===== src/cab_regs.vh =====
// Purpose: Shared constants for the arithmetic and branch execution core
// Assumes: Instruction word layout and opcode values are local to this core
// Notes:   Included by cab_alu.v and cab_exec.v
`ifndef CAB_REGS_VH
`define CAB_REGS_VH
////////////////////////////////////////////////////////////////////////////
// Register-form opcodes, word bit 15 low, opcode in bits 14:10
`define CAB_OP_SUM 5'h00
`define CAB_OP_SUM_CARRY 5'h01
`define CAB_OP_DIFF 5'h02
`define CAB_OP_DIFF_BORROW 5'h03
`define CAB_OP_AND 5'h04
`define CAB_OP_OR 5'h05
`define CAB_OP_XOR 5'h06
`define CAB_OP_INVERT 5'h07
`define CAB_OP_SIGN_FLIP 5'h08
`define CAB_OP_PLUS_ONE 5'h09
`define CAB_OP_MINUS_ONE 5'h0a
`define CAB_OP_UPROD 5'h0b
`define CAB_OP_SPROD 5'h0c
`define CAB_OP_MPROD 5'h0d
`define CAB_OP_FUPROD 5'h0e
`define CAB_OP_FSPROD 5'h0f
`define CAB_OP_FMPROD 5'h10
`define CAB_OP_CMP 5'h11
`define CAB_OP_CMP_CARRY 5'h12
`define CAB_OP_CMP_SKIP 5'h13
`define CAB_OP_SKIP_RBIT_LO 5'h14
`define CAB_OP_SKIP_RBIT_HI 5'h15
`define CAB_OP_SKIP_IO_LO 5'h16
`define CAB_OP_SKIP_IO_HI 5'h17
`define CAB_OP_WORD_ADD 5'h18
`define CAB_OP_WORD_SUB 5'h19
`define CAB_OP_PTR_JUMP 5'h1a
`define CAB_OP_PTR_CALL 5'h1b
`define CAB_OP_ABS_JUMP 5'h1c
`define CAB_OP_ABS_CALL 5'h1d
`define CAB_OP_SUB_EXIT 5'h1e
`define CAB_OP_INT_EXIT 5'h1f
// Immediate-form opcodes, word bit 15 high, opcode in bits 14:12
`define CAB_IOP_DIFF_K 3'h0
`define CAB_IOP_DIFF_K_BORROW 3'h1
`define CAB_IOP_AND_K 3'h2
`define CAB_IOP_OR_K 3'h3
`define CAB_IOP_CMP_K 3'h4
`define CAB_IOP_ALL_ONES 3'h5
`define CAB_IOP_REL_JUMP 3'h6
`define CAB_IOP_REL_CALL 3'h7
////////////////////////////////////////////////////////////////////////////
// Status bits and update masks
`define CAB_C 0
`define CAB_I 7
`define CAB_FL_ARITH 8'h2f
`define CAB_FL_LOGIC 8'h0e
`define CAB_FL_INV 8'h0f
`define CAB_FL_WORD 8'h1f
`define CAB_FL_PROD 8'h03
////////////////////////////////////////////////////////////////////////////
// Software port map and reset values
`define CAB_SW_SREG 6'h20
`define CAB_SW_PCL 6'h21
`define CAB_SW_PCH 6'h22
`define CAB_SW_STAT 6'h23
`define CAB_SW_CTRL 6'h24
`define CAB_SREG_RST 8'h00
`define CAB_PC_RST 16'h0000
`define CAB_CTRL_RST 1'b0
////////////////////////////////////////////////////////////////////////////
// Cycle counts per instruction
`define CAB_CYC_WORD 3'd2
`define CAB_CYC_PROD 3'd2
`define CAB_CYC_JUMP 3'd2
`define CAB_CYC_ABS_JUMP 3'd3
`define CAB_CYC_CALL 3'd3
`define CAB_CYC_ABS_CALL 3'd4
`define CAB_CYC_EXIT 3'd4
`endif


===== src/cab_alu.v =====
// Purpose: Combinational result and status computation for the core
// Assumes: Opcodes from cab_regs.vh; non-arithmetic opcodes change nothing
// Notes:   Word ops take the immediate from the low six bits of b
`timescale 1ns/1ps
`default_nettype none
`include "cab_regs.vh"
module cab_alu (
   // Operation and operands
   input wire [4:0] op,
   input wire [7:0] a,
   input wire [7:0] b,
   input wire [15:0] w,
   input wire [7:0] sreg,
   // Result and status
   output reg [15:0] res,
   output reg [7:0] sreg_next
);
   localparam K_ADD = 3'd0, K_SUB = 3'd1, K_LOG = 3'd2;
   localparam K_WORD = 3'd3, K_PROD = 3'd4;
   reg [2:0] kind;
   reg [7:0] aa, bb, r, m;
   reg ci, c, h, v, n, z, sa, sb, fr, wide;
   reg [8:0] s9;
   reg [16:0] w17;
   reg signed [17:0] p;
   always @* begin
      kind = K_LOG;
      aa = a;
      bb = b;
      ci = 1'b0;
      m = 8'h00;
      r = 8'h00;
      c = 1'b0;
      h = 1'b0;
      v = 1'b0;
      sa = 1'b0;
      sb = 1'b0;
      fr = 1'b0;
      w17 = 17'h00000;
      p = 18'sh00000;
      res = 16'h0000;
      case (op)
         `CAB_OP_SUM, `CAB_OP_SUM_CARRY: begin
            kind = K_ADD;
            ci = (op == `CAB_OP_SUM_CARRY) & sreg[`CAB_C];
            m = `CAB_FL_ARITH;
         end
         `CAB_OP_DIFF, `CAB_OP_DIFF_BORROW, `CAB_OP_CMP,
         `CAB_OP_CMP_CARRY: begin
            kind = K_SUB;
            ci = ((op == `CAB_OP_DIFF_BORROW) |
                  (op == `CAB_OP_CMP_CARRY)) & sreg[`CAB_C];
            m = `CAB_FL_ARITH;
         end
         `CAB_OP_AND: begin
            r = a & b;
            m = `CAB_FL_LOGIC;
         end
         `CAB_OP_OR: begin
            r = a | b;
            m = `CAB_FL_LOGIC;
         end
         `CAB_OP_XOR: begin
            r = a ^ b;
            m = `CAB_FL_LOGIC;
         end
         `CAB_OP_INVERT: begin
            r = 8'hff - a;
            c = 1'b1;
            m = `CAB_FL_INV;
         end
         `CAB_OP_SIGN_FLIP: begin
            kind = K_SUB;
            aa = 8'h00;
            bb = a;
            m = `CAB_FL_ARITH;
         end
         `CAB_OP_PLUS_ONE, `CAB_OP_MINUS_ONE: begin
            kind = (op == `CAB_OP_PLUS_ONE) ? K_ADD : K_SUB;
            bb = 8'h01;
            m = `CAB_FL_LOGIC;
         end
         `CAB_OP_WORD_ADD, `CAB_OP_WORD_SUB: begin
            kind = K_WORD;
            m = `CAB_FL_WORD;
         end
         `CAB_OP_UPROD, `CAB_OP_SPROD, `CAB_OP_MPROD, `CAB_OP_FUPROD,
         `CAB_OP_FSPROD, `CAB_OP_FMPROD: begin
            kind = K_PROD;
            sa = (op == `CAB_OP_SPROD) | (op == `CAB_OP_MPROD) |
                 (op == `CAB_OP_FSPROD) | (op == `CAB_OP_FMPROD);
            sb = (op == `CAB_OP_SPROD) | (op == `CAB_OP_FSPROD);
            fr = (op == `CAB_OP_FUPROD) | (op == `CAB_OP_FSPROD) |
                 (op == `CAB_OP_FMPROD);
            m = `CAB_FL_PROD;
         end
         default: m = 8'h00;
      endcase
      if (kind == K_SUB)
         s9 = {1'b0, aa} - {1'b0, bb} - {8'h00, ci};
      else
         s9 = {1'b0, aa} + {1'b0, bb} + {8'h00, ci};
      case (kind)
         K_ADD: begin
            r = s9[7:0];
            c = s9[8];
            h = aa[3] & bb[3] | bb[3] & ~r[3] | ~r[3] & aa[3];
            v = aa[7] & bb[7] & ~r[7] | ~aa[7] & ~bb[7] & r[7];
         end
         K_SUB: begin
            r = s9[7:0];
            c = ~aa[7] & bb[7] | bb[7] & r[7] | r[7] & ~aa[7];
            h = ~aa[3] & bb[3] | bb[3] & r[3] | r[3] & ~aa[3];
            v = aa[7] & ~bb[7] & ~r[7] | ~aa[7] & bb[7] & r[7];
         end
         K_WORD: begin
            if (op == `CAB_OP_WORD_ADD) begin
               w17 = {1'b0, w} + {11'h000, bb[5:0]};
               v = ~w[15] & w17[15];
               c = w[15] & ~w17[15];
            end else begin
               w17 = {1'b0, w} - {11'h000, bb[5:0]};
               v = w[15] & ~w17[15];
               c = ~w[15] & w17[15];
            end
            res = w17[15:0];
         end
         K_PROD: begin
            p = $signed({sa & aa[7], aa}) * $signed({sb & bb[7], bb});
            c = p[15];
            res = fr ? {p[14:0], 1'b0} : p[15:0];
         end
         default: res = 16'h0000;
      endcase
      wide = (kind == K_WORD) | (kind == K_PROD);
      if (!wide)
         res = {8'h00, r};
      n = wide ? res[15] : r[7];
      z = wide ? (res == 16'h0000) : (r == 8'h00);
      sreg_next = (sreg & ~m) | ({2'b00, h, n ^ v, v, n, z, c} & m);
   end
endmodule // cab_alu
`default_nettype wire


===== src/cab_exec.v =====
// Purpose: Execution core for arithmetic, logic, jump, call and skip ops
// Assumes: Program memory answers pm_addr in the same cycle; io_rdata too
// Notes:   Core starts instructions only while the run bit of the control register is set
`timescale 1ns/1ps
`default_nettype none
`include "cab_regs.vh"
// Summary of operation
// - Sum with carry adds the carry flag; plain sum does not; ZCNVH, 1 cycle.
// - Differences, register or constant, borrow forms subtract carry; ZCNVH.
// - Word add/subtract immediate on a register pair; ZCNVS; two cycles.
// - AND, OR register or constant forms, XOR register form only; only ZNV; one cycle.
// - Invert gives 0xFF minus value; sign flip 0x00 minus, adds H.
// - Plus one and minus one update only Z, N, V; carry kept.
// - Test is AND with itself, clear is XOR; all-ones load no flags.
// - Products of two registers go to pair one:zero; Z, C; two cycles.
// - Fractional products shift left one before writing pair one:zero.
// - Relative jump PC+k+1, pointer jump Z, two cycles; absolute three.
// - Calls three or four cycles; exits four; interrupt exit sets I.
// - Compare-skip-equal skips the next instruction when registers match.
// - Compares compute the difference, write nothing, update ZNVCH.
// - Skip on selected register bit low or high; no flags.
// - Skip on selected I/O register bit low or high; no flags.
// - I/O bit tests reach only I/O addresses 0x00 to 0x1F.
module cab_exec #(
   parameter STACK_DEPTH = 16,
   parameter SP_W = 4
) (
   // Clock and reset
   input wire clk,
   input wire arst_n,
   // Program memory
   output wire [15:0] pm_addr,
   input wire [15:0] pm_data,
   // I/O space bit test
   output wire [4:0] io_addr,
   output wire io_rd,
   input wire [7:0] io_rdata,
   // Software register port
   input wire [5:0] sw_addr,
   input wire [7:0] sw_wdata,
   input wire sw_wr,
   input wire sw_rd,
   output reg [7:0] sw_rdata,
   // Status
   output wire busy
);
   localparam S_EXEC = 4'b0001;
   localparam S_FETCH2 = 4'b0010;
   localparam S_SKIP = 4'b0100;
   localparam S_STALL = 4'b1000;

   reg [7:0] gpr [0:31];
   reg [15:0] stack_mem [0:STACK_DEPTH-1];
   reg [3:0] state_reg, state_next;
   reg [15:0] pc_reg, pc_next;
   reg [SP_W-1:0] sp_reg, sp_next;
   reg [7:0] sreg_reg, sreg_next;
   reg [2:0] cnt_reg, cnt_next;
   reg call_reg, call_next;
   reg run_reg;
   reg wa_en, wb_en, push_en, cond;
   reg [4:0] wa_addr, wb_addr;
   reg [7:0] wa_data, wb_data;

   ////////////////////////////////////////////////////////////////////////
   // Decode of the word on the program memory bus
   function is_two_word;
      input [15:0] word;
      begin
         is_two_word = ~word[15] &
                       ((word[14:10] == `CAB_OP_ABS_JUMP) |
                        (word[14:10] == `CAB_OP_ABS_CALL));
      end
   endfunction

   wire [15:0] ir = pm_data;
   wire imm = ir[15];
   wire [4:0] op = ir[14:10];
   wire [2:0] iop = ir[14:12];
   wire [4:0] rd = imm ? {1'b1, ir[11:8]} : ir[9:5];
   wire [4:0] pair_lo = {2'b11, ir[9:8], 1'b0};
   wire [4:0] pair_hi = {2'b11, ir[9:8], 1'b1};
   wire is_word = ~imm &
                  ((op == `CAB_OP_WORD_ADD) | (op == `CAB_OP_WORD_SUB));
   wire [15:0] pc_inc = pc_reg + 16'h0001;
   wire [15:0] pc_rel = pc_reg + {{4{ir[11]}}, ir[11:0]} + 16'h0001;
   wire [15:0] z_ptr = {gpr[31], gpr[30]};
   wire [SP_W-1:0] sp_pop = sp_reg - {{(SP_W-1){1'b0}}, 1'b1};
   wire halted = ~run_reg & (state_reg == S_EXEC);
   wire exec_now = run_reg & (state_reg == S_EXEC);
   reg [4:0] alu_op;
   wire [15:0] alu_res;
   wire [7:0] alu_sreg;

   always @* begin
      alu_op = op;
      if (imm) begin
         case (iop)
            `CAB_IOP_DIFF_K: alu_op = `CAB_OP_DIFF;
            `CAB_IOP_DIFF_K_BORROW: alu_op = `CAB_OP_DIFF_BORROW;
            `CAB_IOP_AND_K: alu_op = `CAB_OP_AND;
            `CAB_IOP_OR_K: alu_op = `CAB_OP_OR;
            `CAB_IOP_CMP_K: alu_op = `CAB_OP_CMP;
            default: alu_op = `CAB_OP_CMP_SKIP;
         endcase
      end
   end

   cab_alu u_alu (
      .op(alu_op),
      .a(gpr[rd]),
      .b((imm | is_word) ? ir[7:0] : gpr[ir[4:0]]),
      .w({gpr[pair_hi], gpr[pair_lo]}),
      .sreg(sreg_reg),
      .res(alu_res),
      .sreg_next(alu_sreg)
   );

   // Bit tests only carry a five-bit I/O address
   assign io_addr = ir[9:5];
   assign io_rd = exec_now & ~imm & ((op == `CAB_OP_SKIP_IO_LO) |
                                    (op == `CAB_OP_SKIP_IO_HI));
   assign pm_addr = pc_reg;
   assign busy = ~(state_reg == S_EXEC);

   ////////////////////////////////////////////////////////////////////////
   // Sequencing
   always @* begin
      state_next = state_reg;
      pc_next = pc_reg;
      sp_next = sp_reg;
      sreg_next = sreg_reg;
      cnt_next = cnt_reg;
      call_next = call_reg;
      wa_en = 1'b0;
      wa_addr = rd;
      wa_data = alu_res[7:0];
      wb_en = 1'b0;
      wb_addr = 5'h01;
      wb_data = alu_res[15:8];
      push_en = 1'b0;
      cond = 1'b0;
      case (state_reg)
         S_EXEC: if (run_reg) begin
            pc_next = pc_inc;
            if (imm) begin
               case (iop)
                  `CAB_IOP_CMP_K: sreg_next = alu_sreg;
                  `CAB_IOP_ALL_ONES: begin
                     wa_en = 1'b1;
                     wa_data = 8'hff;
                  end
                  `CAB_IOP_REL_JUMP: begin
                     pc_next = pc_rel;
                     state_next = S_STALL;
                     cnt_next = `CAB_CYC_JUMP - 3'd2;
                  end
                  `CAB_IOP_REL_CALL: begin
                     push_en = 1'b1;
                     pc_next = pc_rel;
                     sp_next = sp_reg + {{(SP_W-1){1'b0}}, 1'b1};
                     state_next = S_STALL;
                     cnt_next = `CAB_CYC_CALL - 3'd2;
                  end
                  default: begin
                     wa_en = 1'b1;
                     sreg_next = alu_sreg;
                  end
               endcase
            end else if (is_two_word(ir)) begin
               call_next = (op == `CAB_OP_ABS_CALL);
               state_next = S_FETCH2;
            end else begin
               case (op)
                  `CAB_OP_CMP, `CAB_OP_CMP_CARRY:
                     sreg_next = alu_sreg;
                  `CAB_OP_UPROD, `CAB_OP_SPROD, `CAB_OP_MPROD,
                  `CAB_OP_FUPROD, `CAB_OP_FSPROD, `CAB_OP_FMPROD: begin
                     wa_en = 1'b1;
                     wa_addr = 5'h00;
                     wb_en = 1'b1;
                     sreg_next = alu_sreg;
                     state_next = S_STALL;
                     cnt_next = `CAB_CYC_PROD - 3'd2;
                  end
                  `CAB_OP_WORD_ADD, `CAB_OP_WORD_SUB: begin
                     wa_en = 1'b1;
                     wa_addr = pair_lo;
                     wb_en = 1'b1;
                     wb_addr = pair_hi;
                     sreg_next = alu_sreg;
                     state_next = S_STALL;
                     cnt_next = `CAB_CYC_WORD - 3'd2;
                  end
                  `CAB_OP_PTR_JUMP: begin
                     pc_next = z_ptr;
                     state_next = S_STALL;
                     cnt_next = `CAB_CYC_JUMP - 3'd2;
                  end
                  `CAB_OP_PTR_CALL: begin
                     push_en = 1'b1;
                     pc_next = z_ptr;
                     sp_next = sp_reg + {{(SP_W-1){1'b0}}, 1'b1};
                     state_next = S_STALL;
                     cnt_next = `CAB_CYC_CALL - 3'd2;
                  end
                  `CAB_OP_SUB_EXIT, `CAB_OP_INT_EXIT: begin
                     pc_next = stack_mem[sp_pop];
                     sp_next = sp_pop;
                     if (op == `CAB_OP_INT_EXIT)
                        sreg_next[`CAB_I] = 1'b1;
                     state_next = S_STALL;
                     cnt_next = `CAB_CYC_EXIT - 3'd2;
                  end
                  `CAB_OP_CMP_SKIP, `CAB_OP_SKIP_RBIT_LO,
                  `CAB_OP_SKIP_RBIT_HI, `CAB_OP_SKIP_IO_LO,
                  `CAB_OP_SKIP_IO_HI: begin
                     case (op)
                        `CAB_OP_CMP_SKIP:
                           cond = (gpr[rd] == gpr[ir[4:0]]);
                        `CAB_OP_SKIP_RBIT_LO:
                           cond = ~gpr[rd][ir[2:0]];
                        `CAB_OP_SKIP_RBIT_HI:
                           cond = gpr[rd][ir[2:0]];
                        `CAB_OP_SKIP_IO_LO:
                           cond = ~io_rdata[ir[2:0]];
                        default:
                           cond = io_rdata[ir[2:0]];
                     endcase
                     if (cond)
                        state_next = S_SKIP;
                  end
                  default: begin
                     wa_en = 1'b1;
                     sreg_next = alu_sreg;
                  end
               endcase
            end
         end
         S_FETCH2: begin
            pc_next = ir;
            state_next = S_STALL;
            if (call_reg) begin
               push_en = 1'b1;
               sp_next = sp_reg + {{(SP_W-1){1'b0}}, 1'b1};
               cnt_next = `CAB_CYC_ABS_CALL - 3'd3;
            end else begin
               cnt_next = `CAB_CYC_ABS_JUMP - 3'd3;
            end
         end
         S_SKIP: begin
            // The word under the skip decides one or two words to pass
            if (is_two_word(ir)) begin
               pc_next = pc_reg + 16'h0002;
               state_next = S_STALL;
               cnt_next = 3'd0;
            end else begin
               pc_next = pc_inc;
               state_next = S_EXEC;
            end
         end
         S_STALL: begin
            if (cnt_reg == 3'd0)
               state_next = S_EXEC;
            else
               cnt_next = cnt_reg - 3'd1;
         end
         default: state_next = S_EXEC;
      endcase
      // Architectural state is only writable while the core is parked
      if (sw_wr && halted) begin
         case (sw_addr)
            `CAB_SW_SREG: sreg_next = sw_wdata;
            `CAB_SW_PCL: pc_next = {pc_reg[15:8], sw_wdata};
            `CAB_SW_PCH: pc_next = {sw_wdata, pc_reg[7:0]};
            default: sreg_next = sreg_next;
         endcase
      end
   end

   ////////////////////////////////////////////////////////////////////////
   // Storage
   always @(posedge clk or negedge arst_n) begin
      if (!arst_n) begin
         state_reg <= S_EXEC;
         pc_reg <= `CAB_PC_RST;
         sp_reg <= {SP_W{1'b0}};
         sreg_reg <= `CAB_SREG_RST;
         cnt_reg <= 3'd0;
         call_reg <= 1'b0;
         run_reg <= `CAB_CTRL_RST;
         sw_rdata <= 8'h00;
      end else begin
         state_reg <= state_next;
         pc_reg <= pc_next;
         sp_reg <= sp_next;
         sreg_reg <= sreg_next;
         cnt_reg <= cnt_next;
         call_reg <= call_next;
         if (sw_wr && (sw_addr == `CAB_SW_CTRL))
            run_reg <= sw_wdata[0];
         if (sw_rd) begin
            if (!sw_addr[5])
               sw_rdata <= gpr[sw_addr[4:0]];
            else begin
               case (sw_addr)
                  `CAB_SW_SREG: sw_rdata <= sreg_reg;
                  `CAB_SW_PCL: sw_rdata <= pc_reg[7:0];
                  `CAB_SW_PCH: sw_rdata <= pc_reg[15:8];
                  `CAB_SW_STAT: sw_rdata <= {4'h0, state_reg};
                  `CAB_SW_CTRL: sw_rdata <= {7'h00, run_reg};
                  default: sw_rdata <= 8'h00;
               endcase
            end
         end
      end
   end

   // Register file and stack carry no reset; software loads the register file
   always @(posedge clk) begin
      if (sw_wr && halted && !sw_addr[5])
         gpr[sw_addr[4:0]] <= sw_wdata;
      if (wa_en)
         gpr[wa_addr] <= wa_data;
      if (wb_en)
         gpr[wb_addr] <= wb_data;
      if (push_en)
         stack_mem[sp_reg] <= pc_inc;
   end
endmodule // cab_exec
`default_nettype wire


===== config.mk =====
export PLATFORM = sky130hd
export DESIGN_NAME = cab_exec
export DESIGN_NICKNAME = d
export VERILOG_FILES = /design/src/cab_alu.v /design/src/cab_exec.v
export VERILOG_INCLUDE_DIRS = /design/src
export SDC_FILE = /design/constraint.sdc
export NUM_CORES = 2
export LEC_CHECK = 0
export BUFFER_PORTS_ARGS = -buffer_cell sky130_fd_sc_hd__buf_2
export CAP_MARGIN = 40
export CORE_MARGIN = 2
export CORE_UTILIZATION = 29
export DETAILED_ROUTE_END_ITERATION = 10
export SLEW_MARGIN = 5
export SYNTH_ARGS = -nofsm -noshare
export SYNTH_HDL_FRONTEND = slang
export SYNTH_SLANG_ARGS = --single-unit
export TNS_END_PERCENT = 5

===== constraint.sdc =====
create_clock -name clk -period 9.2 [get_ports clk]
set_clock_uncertainty 0.05 [all_clocks]
set_input_delay 0.46 -clock clk [delete_from_list [all_inputs] [get_ports clk]]
set_output_delay 0.46 -clock clk [all_outputs]
set_load 0.05 [all_outputs]

==> metrics <==
status=completed; Synth-to-Final Area Change=14.0%; largest net degree at the start of global routing=46; final worst hold slack=0.113 ns; clk slew on worst S/H paths=0.07 ns; final hold vios=0; Die H=363 µm; final setup violating endpoints=0; synthesized area=37400 µm²; slowest stage delay, CP=0.55 ns; critical path endpoint category=flip-flop; TritonRoute pass-1 iters=5; Slew HR=36.5%; cell area after layout=42600 µm²; Global Route Usage Sum=20.7%; H-tree levels=2; first-iteration detailed-routing DRC count=4256; antenna violations before repair=8; Post-synth EDFFs=512; DP Area=40700 µm²; root buf cell=clkbuf_16; Clock Sinks=557; drt total wl=139 mm; Filler cells=12600; post-CTS resize count=0; fin crit share=92.9%; VDD IR max=0.207 mV; Hold-fix buffers, CTS=1; nets=3472; gr ovfl total=0; RD Place Congestion=0.982; ANT nets after route=0; CP Class=input port to flip-flop; vias in the first global route=28500; Syn Inst Count=3104; Avg Cell Area, Syn=12.0 µm²; setup total negative slack=0 ns; asr flop ratio synth=8.08%; sequential-to-total area share from yosys stat=44.1%; Initial Util=29.3%; vias=29600; DIE AREA=132000 µm²; Final Critical Period=8.54 ns; Layout Utilization=33.4%; worst slew pin tran=0.945 ns; f_max=117 MHz; Hold Crit Class=input port to flip-flop; cts bufs inserted=57; first-pass GRT wire length=202 mm; M1 GR Usage=27.8%; Critical Path RT=9.73 ns; DPL Wire Length=103 mm; DR vias/cell=5.96; PD cells=242 nW/µm²; met3 global-route usage=5.26%; CTS max path bufs=3; Distinct cells, synth=111; Slew Limit Fails=0; Seq cells post-synth=557; gr busiest metal=met2; Leak=15.1 nW; Clock Latency Late Sink=0.66 ns; Ports=73; met2 Use GR=31.4%; Critical Path Slowest Stage Cell=fa_1; wire length per cell=28.1 µm; CTS tree=built; die width=363 µm; Post-Syn Nets=3327; share of post-route cells with drive strength above 1=22.6%; Std-Cell Rows=131; floorplan core area=128000 µm²; unrepaired setup endpoints after global routing=false; Post-route DRC=0; Warnings, synthesis=0; Synth Flop Type=edfxtp_1; postcts setup bufs=0; Crit path arrival time=9.08 ns; Worst setup SP type=input port; Crit Path Max Fanout=31; Max Cap Viol=0; Port-buffer cells=72
## synth_stat cells, drive strengths merged (69+ instances only)
master  instances  area share [%]
mux4          267              16
inv           177             1.8
o211ai         69             1.4
a21oi         187             2.6
buf           103             1.8
nand2         252             2.5
nor2          258             2.7
edfxtp        512              41
o21ai         167             2.2
ha            111             3.7
fa             70             3.7
clkbuf        107             1.1
## worst max-delay path: cells and delay by family
family / cells / cell delay [ns]
adder cells (fa/ha/maj): 6 / 2.84
AO/OA/AOI/OAI: 8 / 1.95
buffers and inverters: 9 / 1.56
AND/OR/NAND/NOR: 7 / 1.15
XOR/XNOR: 2 / 0.56
multiplexers: 1 / 0.50
## final timing paths
| path | start | cells past startpoint | slack (ns) | end |
|---|---|---|---|---|
| worst max register to register | gpr[1][4] | 30 | 0.68 | sreg_reg[4] |
| worst min register to register | sreg_reg[6] | 2 | 0.43 | sreg_reg[6] |
| worst min-delay path | sw_wdata[6] | 3 | 0.11 | sreg_reg[6] |
| worst max-delay path | pm_data[15] | 33 | 0.66 | sreg_reg[4] |
| max in group asynchronous | arst_n | 3 | 8.06 | sp_reg[0] |
| min in group asynchronous | arst_n | 3 | 0.44 | pm_addr[5] |
## cells by family after synthesis
family	after synthesis	synth area share, %
flops	557	44.1
buf+inv	388	4.65
compound gates	753	13.7
xor+xnor	78	1.83
fa+ha+maj	181	7.46
simple gates	798	9.83
mux	349	18.4
## per-layer routing
layer,up-vias,part of all wire (%)
li1,12300,-
met1,14800,39
met2,2094,44
met3,374,12
met4,4,5.1
met5,-,0.014
## report_power, final
group | leakage (nW) | switching, mW | total (mW) | internal (mW)
clock | 0.913 | 1.07 | 2.41 | 1.34
combinational | 8.98 | 2.82 | 4.70 | 1.88
sequential | 5.22 | 0.199 | 3.21 | 3.01
## layout make-up
cell class | instances | area [µm²] | share of cell area (%)
inverters | 178 | 668 | 1.57
multi-input cells | 2159 | 19300 | 45.2
repair buffers | 296 | 2200 | 5.17
flip-flops and latches | 557 | 16500 | 38.7
clock buffers | 63 | 1450 | 3.40
well taps | 1662 | 2080 | 4.88
diodes | 3 | 7.51 | 0.0176
clock inverters | 43 | 437 | 1.02
## placed cells by master, fill, tap and decap left out, types with 13 or more instances in the layout
| master | count |
|---|---|
| a211oi_1 | 42 |
| a21boi_0 | 22 |
| a21oi_1 | 179 |
| a221oi_1 | 27 |
| a22oi_1 | 17 |
| a31oi_1 | 19 |
| and3_1 | 16 |
| buf_2 | 68 |
| buf_4 | 212 |
| clkbuf_16 | 57 |
| clkinv_1 | 13 |
| dfrtp_1 | 43 |
| edfxtp_1 | 512 |
| fa_1 | 70 |
| ha_1 | 110 |
| inv_1 | 170 |
| mux2_2 | 13 |
| mux2i_1 | 65 |
| mux4_2 | 263 |
| nand2_1 | 251 |
| nand2b_1 | 20 |
| nand3_1 | 59 |
| nand4_1 | 13 |
| nor2_1 | 240 |
| nor2_2 | 15 |
| nor2b_1 | 64 |
| nor3_1 | 45 |
| o211ai_1 | 66 |
| o21ai_0 | 159 |
| o221ai_1 | 20 |
| o22ai_1 | 31 |
| xnor2_1 | 54 |
| xor2_1 | 22 |
## metrics by stage
| stage | std cells | power [mW] | worst slack (ns) |
|---|---|---|---|
| 2_1_floorplan | 3104 | 6.40 | 1.23 |
| 3_3_place_gp | 4819 | 7.84 | 0.188 |
| 3_5_place_dp | 4851 | 7.90 | 0.177 |
| 4_1_cts | 4958 | 10.3 | 0.799 |
| 5_1_grt | 4959 | 10.9 | 0.163 |
| 6_report | 4961 | 10.3 | 0.656 |
Power figures use the tool's default switching activity.
